===== src/verilog/lpm_defines.vh =====
`ifndef LPM_DEFINES_VH
`define LPM_DEFINES_VH

// power modes requested by software / current mode encoding
`define MODE_RUN        3'h0
`define MODE_SLEEP      3'h1
`define MODE_STOP0      3'h2
`define MODE_STOP1      3'h3
`define MODE_STANDBY    3'h4

// system clock source encoding
`define CLK_SRC_RC16    2'h0
`define CLK_SRC_XTAL32  2'h1
`define CLK_SRC_PLL     2'h2

// standby pin hold encoding
`define PIN_HOLD_FLOAT  2'h0
`define PIN_HOLD_UP     2'h1
`define PIN_HOLD_DOWN   2'h2

// fsm state codes
`define ST_RUN          3'h0
`define ST_SLEEP        3'h1
`define ST_STOP0        3'h2
`define ST_STOP1        3'h3
`define ST_STANDBY      3'h4

// voltage range 1 encoding
`define VRANGE_1        1'h0

// wake-up pin edge detection helper width
`define WAKE_PINS       8

`endif


===== src/verilog/low_power_mode_controller.v =====
// Summary of operation
// - Sleep halts core only, any interrupt or peripheral wake resumes
// - Stop gates core clocks, fast oscillators off except RC on bus request
// - rtc, tamper, watchdog, sleep timer stay alive
// - Stop 0 keeps main regulator; Stop 1 lower
// - brownout low-power option in Stop 1, Standby
// - wake from Stop/Standby selects 16 MHz RC
// - Standby turns regulator and core domain off
// - brownout detector always on in Standby
// - Standby holds pins pull-up, down or float
// - Standby loses state except chosen SRAM, radio
// - Standby exits on reset, watchdog, pin, rtc, tamper
// - radio retention adds sleep timer exit
// - Stop 0 peripherals autonomous, radio needs range 1
// - Stop 1 bus clock request moves to Stop 0
// - each kernel clock on while its own request, off in Standby
// - system clock request enables RC, Stop 0
// - no bus request returns Stop 1
// - hardware triggers start peripherals, interrupts wake
// - DMA linked list runs in Stop 0
// - DMA memory transfers triggered or gated
`timescale 1ns/1ps
`include "lpm_defines.vh"

module low_power_mode_controller #(
  parameter NPER  = 6,
  parameter NWAKE = `WAKE_PINS
) (
  // clock and reset
  input  wire             mclk,
  input  wire             sys_rst,
  // software control
  input  wire             sleep_enter,
  input  wire [2:0]       lp_mode_sel,
  input  wire             deep_enter,
  input  wire [1:0]       run_clk_src,
  input  wire             bor_ulp_cfg,
  input  wire [1:0]       pin_hold_cfg,
  input  wire             sram_bank_one_keep,
  input  wire             sram_bank_two_keep,
  input  wire             radio_keep,
  input  wire             volt_range,
  // wake and event sources
  input  wire             any_irq_event,
  input  wire             external_reset_pin_n,
  input  wire             watchdog_event,
  input  wire [NWAKE-1:0] wakeup_pin,
  input  wire [NWAKE-1:0] wakeup_pin_falling,
  input  wire [NWAKE-1:0] wakeup_pin_enable,
  input  wire             rtc_event,
  input  wire             tamper_event,
  input  wire             radio_sleep_timer_event,
  input  wire             periph_wake_irq,
  // autonomous peripheral requests
  input  wire [NPER-1:0]  kernel_clk_req,
  input  wire [NPER-1:0]  bus_clk_req,
  input  wire [NPER-1:0]  hw_trigger,
  input  wire             dma_mem_trigger,
  input  wire             dma_gate_trigger,
  // mode and power status
  output reg  [2:0]       power_mode,
  output reg              core_clk_en,
  output reg              periph_clk_en,
  output reg              core_domain_pwr,
  output reg              main_regulator_on,
  output reg              lp_regulator_on,
  output reg              pll_en,
  output reg              internal_16mhz_rc_osc_en,
  output reg              external_32mhz_crystal_osc_en,
  output reg              low_speed_osc_en,
  output reg  [1:0]       sys_clk_src,
  output reg              always_on_blocks_en,
  output reg              brownout_detector_en,
  output reg              brownout_detector_ulp,
  output reg  [1:0]       pin_hold_mode,
  output reg              sram_bank_one_pwr,
  output reg              sram_bank_two_pwr,
  output reg              radio_pwr,
  output reg              radio_autonomous,
  output reg              state_retained,
  // autonomous operation
  output reg  [NPER-1:0]  kernel_clk_en,
  output reg  [NPER-1:0]  periph_start,
  output reg              bus_clk_en,
  output reg              dma_en,
  output reg              dma_mem_start,
  output reg              dma_periph_gate,
  output reg              woke_from_standby
);

  // ==========================================================
  // state
  // ==========================================================
  localparam [2:0] ST_RUN     = `ST_RUN;
  localparam [2:0] ST_SLEEP   = `ST_SLEEP;
  localparam [2:0] ST_STOP0   = `ST_STOP0;
  localparam [2:0] ST_STOP1   = `ST_STOP1;
  localparam [2:0] ST_STANDBY = `ST_STANDBY;

  reg  [2:0] state;
  reg  [2:0] next_state;
  reg        radio_kept;
  reg        next_radio_kept;
  reg        stop1_chosen;
  reg        next_stop1_chosen;
  reg  [1:0] next_sys_clk_src;
  wire       pin_edge;
  wire       any_bus_req;
  wire       standby_exit;
  wire       stop_exit;

  wake_edge_detect #(
    .N (NWAKE)
  ) u_wake (
    .mclk        (mclk),
    .sys_rst     (sys_rst),
    .pin_level   (wakeup_pin),
    .pin_falling (wakeup_pin_falling),
    .pin_enable  (wakeup_pin_enable),
    .edge_seen   (pin_edge)
  );

  assign any_bus_req = |bus_clk_req;

  assign standby_exit = ~external_reset_pin_n | watchdog_event |
                        pin_edge | rtc_event | tamper_event |
                        (radio_kept & radio_sleep_timer_event);

  assign stop_exit = any_irq_event | periph_wake_irq | standby_exit;

  // ==========================================================
  // mode sequencing
  // ==========================================================
  always @* begin
    next_state        = state;
    next_radio_kept   = radio_kept;
    next_stop1_chosen = stop1_chosen;
    case (state)
      ST_RUN: begin
        // low power only on software request
        if (sleep_enter) begin
          next_state = ST_SLEEP;
        end else if (deep_enter) begin
          case (lp_mode_sel)
            `MODE_STOP0: begin
              next_state        = ST_STOP0;
              next_stop1_chosen = 1'b0;
            end
            `MODE_STOP1: begin
              // pending bus request lands in Stop 0
              next_state        = any_bus_req ? ST_STOP0 : ST_STOP1;
              next_stop1_chosen = 1'b1;
            end
            `MODE_STANDBY: begin
              next_state      = ST_STANDBY;
              next_radio_kept = radio_keep;
            end
            default: next_state = ST_RUN;
          endcase
        end
      end
      ST_SLEEP: begin
        if (any_irq_event | periph_wake_irq) begin
          next_state = ST_RUN;
        end
      end
      ST_STOP0: begin
        if (stop_exit) begin
          next_state = ST_RUN;
        end else if (stop1_chosen & ~any_bus_req) begin
          next_state = ST_STOP1;
        end
      end
      ST_STOP1: begin
        if (stop_exit) begin
          next_state = ST_RUN;
        end else if (any_bus_req) begin
          next_state = ST_STOP0;
        end
      end
      ST_STANDBY: begin
        if (standby_exit) begin
          next_state      = ST_RUN;
          next_radio_kept = 1'b0;
        end
      end
      default: next_state = ST_RUN;
    endcase
  end

  always @(posedge mclk) begin
    if (sys_rst) begin
      state          <= ST_RUN;
      radio_kept     <= 1'b0;
      stop1_chosen   <= 1'b0;
    end else begin
      state          <= next_state;
      radio_kept     <= next_radio_kept;
      stop1_chosen   <= next_stop1_chosen;
    end
  end

  // ==========================================================
  // power, clock and retention controls
  // ==========================================================
  // wake on 16 MHz RC
  always @* begin
    next_sys_clk_src = sys_clk_src;
    if ((state != ST_RUN) && (state != ST_SLEEP) &&
        (next_state == ST_RUN)) begin
      next_sys_clk_src = `CLK_SRC_RC16;
    end else if (next_state == ST_RUN) begin
      next_sys_clk_src = run_clk_src;
    end
  end

  always @(posedge mclk) begin
    if (sys_rst) begin
      power_mode                    <= `MODE_RUN;
      core_clk_en                   <= 1'b1;
      periph_clk_en                 <= 1'b1;
      core_domain_pwr               <= 1'b1;
      main_regulator_on             <= 1'b1;
      lp_regulator_on               <= 1'b0;
      pll_en                        <= 1'b0;
      internal_16mhz_rc_osc_en      <= 1'b1;
      external_32mhz_crystal_osc_en <= 1'b0;
      low_speed_osc_en              <= 1'b1;
      sys_clk_src                   <= `CLK_SRC_RC16;
      always_on_blocks_en           <= 1'b1;
      brownout_detector_en          <= 1'b1;
      brownout_detector_ulp         <= 1'b0;
      pin_hold_mode                 <= `PIN_HOLD_FLOAT;
      sram_bank_one_pwr             <= 1'b1;
      sram_bank_two_pwr             <= 1'b1;
      radio_pwr                     <= 1'b1;
      radio_autonomous              <= 1'b0;
      state_retained                <= 1'b1;
      woke_from_standby             <= 1'b0;
    end else begin
      power_mode           <= next_state;
      low_speed_osc_en     <= 1'b1;
      always_on_blocks_en  <= 1'b1;
      brownout_detector_en <= 1'b1;
      pin_hold_mode        <= `PIN_HOLD_FLOAT;
      // only core clock stops in Sleep
      core_clk_en          <= (next_state == ST_RUN);
      periph_clk_en        <= (next_state == ST_RUN) |
                              (next_state == ST_SLEEP);
      core_domain_pwr      <= (next_state != ST_STANDBY);
      // main regulator in Stop 0 only among deep modes
      main_regulator_on    <= (next_state == ST_RUN) |
                              (next_state == ST_SLEEP) |
                              (next_state == ST_STOP0);
      lp_regulator_on      <= (next_state == ST_STOP1) |
                              ((next_state == ST_STANDBY) &
                               (sram_bank_one_keep |
                                sram_bank_two_keep | radio_keep));
      brownout_detector_ulp <= bor_ulp_cfg &
                               ((next_state == ST_STOP1) |
                                (next_state == ST_STANDBY));
      radio_autonomous     <= (next_state == ST_STOP0) &
                              (volt_range == `VRANGE_1);
      woke_from_standby    <= (state == ST_STANDBY) &
                              (next_state == ST_RUN);
      sys_clk_src          <= next_sys_clk_src;
      case (next_state)
        ST_RUN, ST_SLEEP: begin
          // enables follow the new source, never a stale one
          pll_en                        <= (next_sys_clk_src == `CLK_SRC_PLL);
          external_32mhz_crystal_osc_en <= (next_sys_clk_src != `CLK_SRC_RC16);
          internal_16mhz_rc_osc_en      <= 1'b1;
          sram_bank_one_pwr             <= 1'b1;
          sram_bank_two_pwr             <= 1'b1;
          radio_pwr                     <= 1'b1;
          state_retained                <= 1'b1;
        end
        ST_STOP0, ST_STOP1: begin
          // RC only for bus clock request
          pll_en                        <= 1'b0;
          external_32mhz_crystal_osc_en <= 1'b0;
          internal_16mhz_rc_osc_en      <= any_bus_req;
          sram_bank_one_pwr             <= 1'b1;
          sram_bank_two_pwr             <= 1'b1;
          radio_pwr                     <= 1'b1;
          state_retained                <= 1'b1;
        end
        default: begin
          pll_en                        <= 1'b0;
          external_32mhz_crystal_osc_en <= 1'b0;
          internal_16mhz_rc_osc_en      <= 1'b0;
          pin_hold_mode                 <= pin_hold_cfg;
          sram_bank_one_pwr             <= sram_bank_one_keep;
          sram_bank_two_pwr             <= sram_bank_two_keep;
          radio_pwr                     <= radio_keep;
          state_retained                <= 1'b0;
        end
      endcase
    end
  end

  // ==========================================================
  // background autonomous operation
  // ==========================================================
  always @(posedge mclk) begin
    if (sys_rst) begin
      kernel_clk_en   <= {NPER{1'b0}};
      periph_start    <= {NPER{1'b0}};
      bus_clk_en      <= 1'b0;
      dma_en          <= 1'b1;
      dma_mem_start   <= 1'b0;
      dma_periph_gate <= 1'b0;
    end else begin
      kernel_clk_en   <= (next_state == ST_STANDBY) ?
                         {NPER{1'b0}} : kernel_clk_req;
      periph_start    <= (next_state == ST_STANDBY) ?
                         {NPER{1'b0}} : hw_trigger;
      bus_clk_en      <= (next_state == ST_STOP0) ? any_bus_req :
                         (next_state != ST_STOP1) &&
                         (next_state != ST_STANDBY);
      dma_en          <= (next_state == ST_RUN) |
                         (next_state == ST_SLEEP) |
                         (next_state == ST_STOP0);
      dma_mem_start   <= dma_mem_trigger & (next_state != ST_STOP1) &
                         (next_state != ST_STANDBY);
      dma_periph_gate <= dma_gate_trigger;
    end
  end

endmodule // low_power_mode_controller


===== src/verilog/wake_edge_detect.v =====
`timescale 1ns/1ps
`include "lpm_defines.vh"

module wake_edge_detect #(
  parameter N = `WAKE_PINS
) (
  // clock and reset
  input  wire         mclk,
  input  wire         sys_rst,
  // pins and polarity
  input  wire [N-1:0] pin_level,
  input  wire [N-1:0] pin_falling,
  input  wire [N-1:0] pin_enable,
  // result
  output reg          edge_seen
);

  reg [N-1:0] last_level;

  always @(posedge mclk) begin
    if (sys_rst) begin
      last_level <= {N{1'b0}};
      edge_seen  <= 1'b0;
    end else begin
      last_level <= pin_level;
      // rising when polarity bit low, falling when high
      edge_seen  <= |(pin_enable &
                      ((~pin_falling & pin_level & ~last_level) |
                       (pin_falling & ~pin_level & last_level)));
    end
  end

endmodule // wake_edge_detect


===== config.mk =====
export PLATFORM = sky130hd
export DESIGN_NAME = low_power_mode_controller
export DESIGN_NICKNAME = d
export VERILOG_FILES = /design/src/verilog/low_power_mode_controller.v /design/src/verilog/wake_edge_detect.v
export VERILOG_INCLUDE_DIRS = /design/src /design/src/verilog
export SDC_FILE = /design/constraint.sdc
export NUM_CORES = 1
export LEC_CHECK = 0
export BUFFER_PORTS_ARGS = -buffer_cell sky130_fd_sc_hd__buf_2
export CAP_MARGIN = 20
export CORE_ASPECT_RATIO = 0.7
export CORE_MARGIN = 2
export CORE_UTILIZATION = 41
export DETAILED_ROUTE_END_ITERATION = 8
export PLACE_DENSITY = 0.77
export SLEW_MARGIN = 10
export SYNTH_ARGS = -nofsm -noshare
export SYNTH_HDL_FRONTEND = slang
export SYNTH_HIERARCHICAL = 1
export SYNTH_SLANG_ARGS = --single-unit

===== constraint.sdc =====
create_clock -name mclk -period 3.65 [get_ports mclk]
set_clock_uncertainty 0.2 [all_clocks]
set_input_delay 0.9125 -clock mclk [delete_from_list [all_inputs] [get_ports mclk]]
set_output_delay 0.9125 -clock mclk [all_outputs]
set_load 0.01 [all_outputs]

==> reports/metrics.cfg, run 1 <==
[synth]
yosysSeqAreaShare = 0.520
ys_warn_count = 6
synth_seq_cells = 48
synthFlopType = dfxtp_1
synth_area_sq_um = 1850
synthArstFlopShare = 0
synth_edf_count = 0
synthCells = 178
syn_area_per_cell_sq_um = 10.4
ys_types = 45

[timing]
fin_crit_sh = 0.700
max_slew_margin = 0.557
tightest_slew_ns = 0.655
setup_violations = 0
hold_viol = 0
rsz0062_at_grt = false
fin_setup_tns_ns = 0
holdWs_ns = 0.310
final_max_slew_viol_count = 0
fmax_mhz = 391
period_minus_slack_ns = 2.56

[clocking]
numClockSinks = 48
cts_tree = yes
clkTransAtPathRegs_ns = 0.08
holdBufCountCts = 0
cts-root-buf = clkbuf_8
cts_inserted_buffers = 5
cts_buffer_depth = 2
cts-resized-gates = 0
htree_levels = 2
cts_setup_buffers = 0
worstSkewPairLatency_ns = 0.29

[hold_path]
hp-class = flip-flop to flip-flop
hold_path_startpoint = sys_clk_src[0]$_SDFF_PP0_

[floorplanning]
core_sq_um = 4330
die_x_microns = 84.2
die_area_sq_um = 5070
pin_count = 108
initial_core_util = 0.427
die_y_microns = 60.2
num_rows = 20

[critical_path]
worstPathRequired_ns = 3.64
crit_start = periph_wake_irq
crit_fanout = 5
reg2reg_from = power_mode[2]$_SDFF_PP0_
critPathLaunchType = input pin
crit_slowest_cell = nor4b_1
slowest_delay_ns = 0.59
endpoint_kind = flip-flop
crit_path_cell_trace = buf_2 -> nor4b_1 -> nand4_1 -> o211ai_1 -> nand2b_1 -> and3_1
crit_type = input pin to flip-flop
arrival_ns = 2.55

[pwr]
p_leak_uw = 0.00115
peakVddDrop_mv = 0.291
cellPowerDensity_nw_per_um2 = 441

[grt]
grt_usage = 0.165
grt_max_degree = 30
antenna_found_initial = 0
grtUsageMet1 = 0.221
grt.overflow.total = 0
grt_pass1_wl_microns = 6520
top_usage_layer = met2
use_met2 = 0.256
grt_pass1_vias = 1454
use_met3 = 0.0525

[route]
via_count = 1612
vias_per_cell = 4.76
drc = 0
wl_per_cell_microns = 12.0
first_pass_iters = 4
totalWireLength_microns = 4070
ant_nets = 0
drtIter0Drc = 55

[placed_design]
place_area_sq_um = 2400
hpwl_microns = 3270
dp_cells = 332
gp_routability_congestion = 0.803
port_buffers = 104

[final_layout]
n_antenna_cell = 0
fin_area_sq_um = 2520
syn_to_final_growth_pct = 36.6
drive_gt1_frac = 0.433
fin_cells = 339
fin_nets = 351
nFillCells = 392

[outcome]
status = finished clean

[job]
drv_cap = 0

where the power goes:
| group | total (uW) | switching, uW | internal, uW | leakage (uW) |
|---|---|---|---|---|
| sequential | 555 | 8.82 | 546 | 0.000395 |
| combinational | 127 | 61.0 | 65.5 | 0.000690 |
| clock | 432 | 163 | 269 | 0.0000642 |
| total | 1110 | 233 | 881 | 0.00115 |
cell usage after synthesis, types with 3 or more instances:
cell type	count	area [sq um]
nor3b_1	3	22.5
nand2_1	4	15.0
a21oi_1	6	30.0
and2_1	14	87.6
o21ai_0	4	20.0
or3_1	6	37.5
buf_4	4	30.0
a22oi_1	3	22.5
nor2b_1	11	68.8
nor2_1	8	30.0
nand3b_1	8	60.1
dfxtp_1	48	961
nand2b_1	12	75.1
a211oi_1	3	22.5
o21ai_1	6	30.0
routing by layer:
metal / part of all wire / routed length, microns
met3: 0.078 / 319
met1: 0.49 / 2000
met2: 0.42 / 1730
met5: 0 / 0
met4: 0.0069 / 28
through the flow:
stage	setup WS, ns	utilization	total power, uW
after floorplan	1.16	-	632
after global placement	0.882	0.553	691
after detailed placement	0.843	0.553	695
after CTS	1.15	0.583	1130
after global routing	1.02	0.583	1170
final	1.09	0.583	1110
final timing paths:
check	slack, ns	endpoint	cells past startpoint
worst max-delay path	1.09	dma_mem_start$_SDFF_PP0_	6
worst min-delay path	0.31	sys_clk_src[0]$_SDFF_PP0_	2
worst max register to register	1.42	dma_mem_start$_SDFF_PP0_	5
worst min register to register	0.31	sys_clk_src[0]$_SDFF_PP0_	2
worst max-delay path: cells and delay by family:
kind	cells	cell delay [ns]
buffers and inverters	1	0.10
AND/OR/NAND/NOR	4	1.13
AO/OA/AOI/OAI	1	0.40
cell usage in the layout, fill, tap and decap left out, drive strengths merged, types with 4 or more instances in the layout:
master and count:
a21oi 7, nor2b 12, and2 14, o21ai 11, nand3b 8, dfxtp 48, clkbuf 5, or3 6
nand2 4, nand2b 12, a211oi 4, buf 104, nor2 9
layout make-up:
type | count | area (sq um) | area share
Sequential cell | 48 | 961 | 0.381
Multi-Input combinational cell | 123 | 838 | 0.332
Timing Repair Buffer | 104 | 520 | 0.206
Clock buffer | 5 | 68.8 | 0.0273
Tap cell | 55 | 68.8 | 0.0273
Clock inverter | 2 | 60.1 | 0.0238
Inverter | 2 | 7.51 | 0.00297
state kept, by name, summed over array words and instances (netlist names), 2 cells and up:
register           count
u_wake/last_level      8
kernel_clk_en          6
power_mode             3
pin_hold_mode          2
periph_start           6
sys_clk_src            2
kinds of logic (layout without fill, tap and decap cells):
group | after synthesis | in the layout | share of synthesized area
AOI/OAI and AO/OA | 31 | 31 | 0.114
buffers and inverters | 9 | 113 | 0.0305
DFF | 48 | 48 | 0.520
muxes | 3 | 3 | 0.0169
other | 1 | 3 | 0.00203
and+or+nand+nor | 86 | 86 | 0.316
(Power assumes the default switching activity.)
==> run 2: changes to the inputs <==
==> constraint.sdc (replaced) <==
create_clock -name mclk -period 2.6 [get_ports mclk]
set_clock_uncertainty 0.2 [all_clocks]
set_input_delay 0.65 -clock mclk [delete_from_list [all_inputs] [get_ports mclk]]
set_output_delay 0.65 -clock mclk [all_outputs]
set_load 0.01 [all_outputs]
==> run 2 against run 1 <==
Effect of this change: die area unchanged; core utilization decreased by 0.35 points; global-route usage down 0.30 points; largest cell class unchanged; highest routed layer unchanged.
==> reports/metrics.cfg, run 2 (synthesis results as in run 1) <==
[clocking]
clkTransAtPathRegs_ns = 0.08
cts_tree = yes
worstSkewPairLatency_ns = 0.29
cts_buffer_depth = 2
cts-resized-gates = 0
numClockSinks = 48
holdBufCountCts = 0
cts-root-buf = clkbuf_8
htree_levels = 2
cts_setup_buffers = 0
cts_inserted_buffers = 5

[route]
drtIter0Drc = 31
first_pass_iters = 4
ant_nets = 0
drc = 0
wl_per_cell_microns = 11.9
totalWireLength_microns = 4080
via_count = 1623
vias_per_cell = 4.75

[critical_path]
arrival_ns = 2.06
critPathLaunchType = flip-flop
crit_type = flip-flop to flip-flop
endpoint_kind = flip-flop
worstPathRequired_ns = 2.58
crit_fanout = 6

[timing]
holdWs_ns = 0.317
rsz0062_at_grt = false
final_max_slew_viol_count = 0
max_slew_margin = 0.649
setup_ws_ns = 0.512
tightest_slew_ns = 0.526
setup_violations = 0
fin_crit_sh = 0.803
period_minus_slack_ns = 2.09
fin_setup_tns_ns = 0
fmax_mhz = 479
hold_viol = 0

[hold_path]
hp-class = flip-flop to flip-flop

[pwr]
p_leak_uw = 0.00115
cellPowerDensity_nw_per_um2 = 556
peakVddDrop_mv = 0.280

[placed_design]
hpwl_microns = 3310
post-place-ws_ns = 0.213
gp_routability_congestion = 0.823
port_buffers = 104

[grt]
grt_pass1_vias = 1424
antenna_found_initial = 0
grt.overflow.total = 0
grt_pass1_wl_microns = 6400
grt_max_degree = 30
grt_usage = 0.162

[final_layout]
fin_nets = 354
syn_to_final_growth_pct = 35.8
layout_commonest_cell = buf_2
top_regs = u_wake/last_level x8, kernel_clk_en x6, periph_start x6
layout_common_cells = buf_2 (104), dfxtp_1 (48), and2_1 (14)
largest_reg_flops = 8
top_register = u_wake/last_level
n_antenna_cell = 0
drive_gt1_frac = 0.439

[floorplanning]
die_y_microns = 60.2
pin_count = 108
initial_core_util = 0.427
die_area_sq_um = 5070
core_sq_um = 4330
num_rows = 20
die_x_microns = 84.2

[outcome]
status = finished clean

[job]
drv_cap = 0

## run 2: changes by cell type in the layout (fill, tap and decap cells not counted)
cell / before / now
buf_4: 0 / 3
bufinv_16: 2 / 0
clkbuf_8: 5 / 6
clkinv_4: 0 / 1
## run 2: path summary, 6_finish.rpt
path / slack, ns / end / start / depth (start not counted)
setup / recovery: 0.51 / internal_16mhz_rc_osc_en$_SDFF_PP1_ / power_mode[1]$_SDFF_PP0_ / 5
setup reg to reg: 0.51 / internal_16mhz_rc_osc_en$_SDFF_PP1_ / power_mode[1]$_SDFF_PP0_ / 5
hold reg to reg: 0.32 / sys_clk_src[0]$_SDFF_PP0_ / sys_clk_src[0]$_SDFF_PP0_ / 2
hold / removal: 0.32 / sys_clk_src[0]$_SDFF_PP0_ / sys_clk_src[0]$_SDFF_PP0_ / 2
## run 2: per-stage QoR
stage,utilization,instances,power [uW],area [sq um]
2_1_floorplan,-,180,887,1860
3_3_place_gp,0.559,335,973,2420
3_5_place_dp,0.559,335,977,2420
4_1_cts,0.580,342,1410,2510
5_1_grt,0.580,342,1470,2510
6_report,0.580,342,1400,2510
## run 2: power by group
group          internal (uW)  total (uW)  switching, uW
Clock                    212         438            226
Combinational           93.9         179           84.8
Sequential               766         779           12.7
Total                   1070        1400            323
## run 2: per-layer routing
| layer | wire (microns) | track usage | share of wire | vias up |
|---|---|---|---|---|
| li1 | - | - | - | 836 |
| met4 | 17 | 0.0484 | 0.0042 | 0 |
| met1 | 1950 | 0.220 | 0.48 | 720 |
| met2 | 1720 | 0.239 | 0.42 | 65 |
| met5 | 0 | 0 | 0 | - |
| met3 | 385 | 0.0649 | 0.094 | 2 |
## run 2: critical path, cell delays in order, from the launching register on
cell and delay [ns]:
dfxtp_1 0.36, or4b_4 0.60, nor4b_2 0.31, a21oi_1 0.14
o21ai_0 0.28, nand2b_1 0.09
## run 2: final cells by class
class / count / area [sq um]
Fill cell: 419 / 1820
Sequential cell: 48 / 961
Multi-Input combinational cell: 123 / 838
Timing Repair Buffer: 107 / 543
Clock buffer: 6 / 82.6
Tap cell: 55 / 68.8
Clock inverter: 1 / 8.76
Inverter: 2 / 7.51
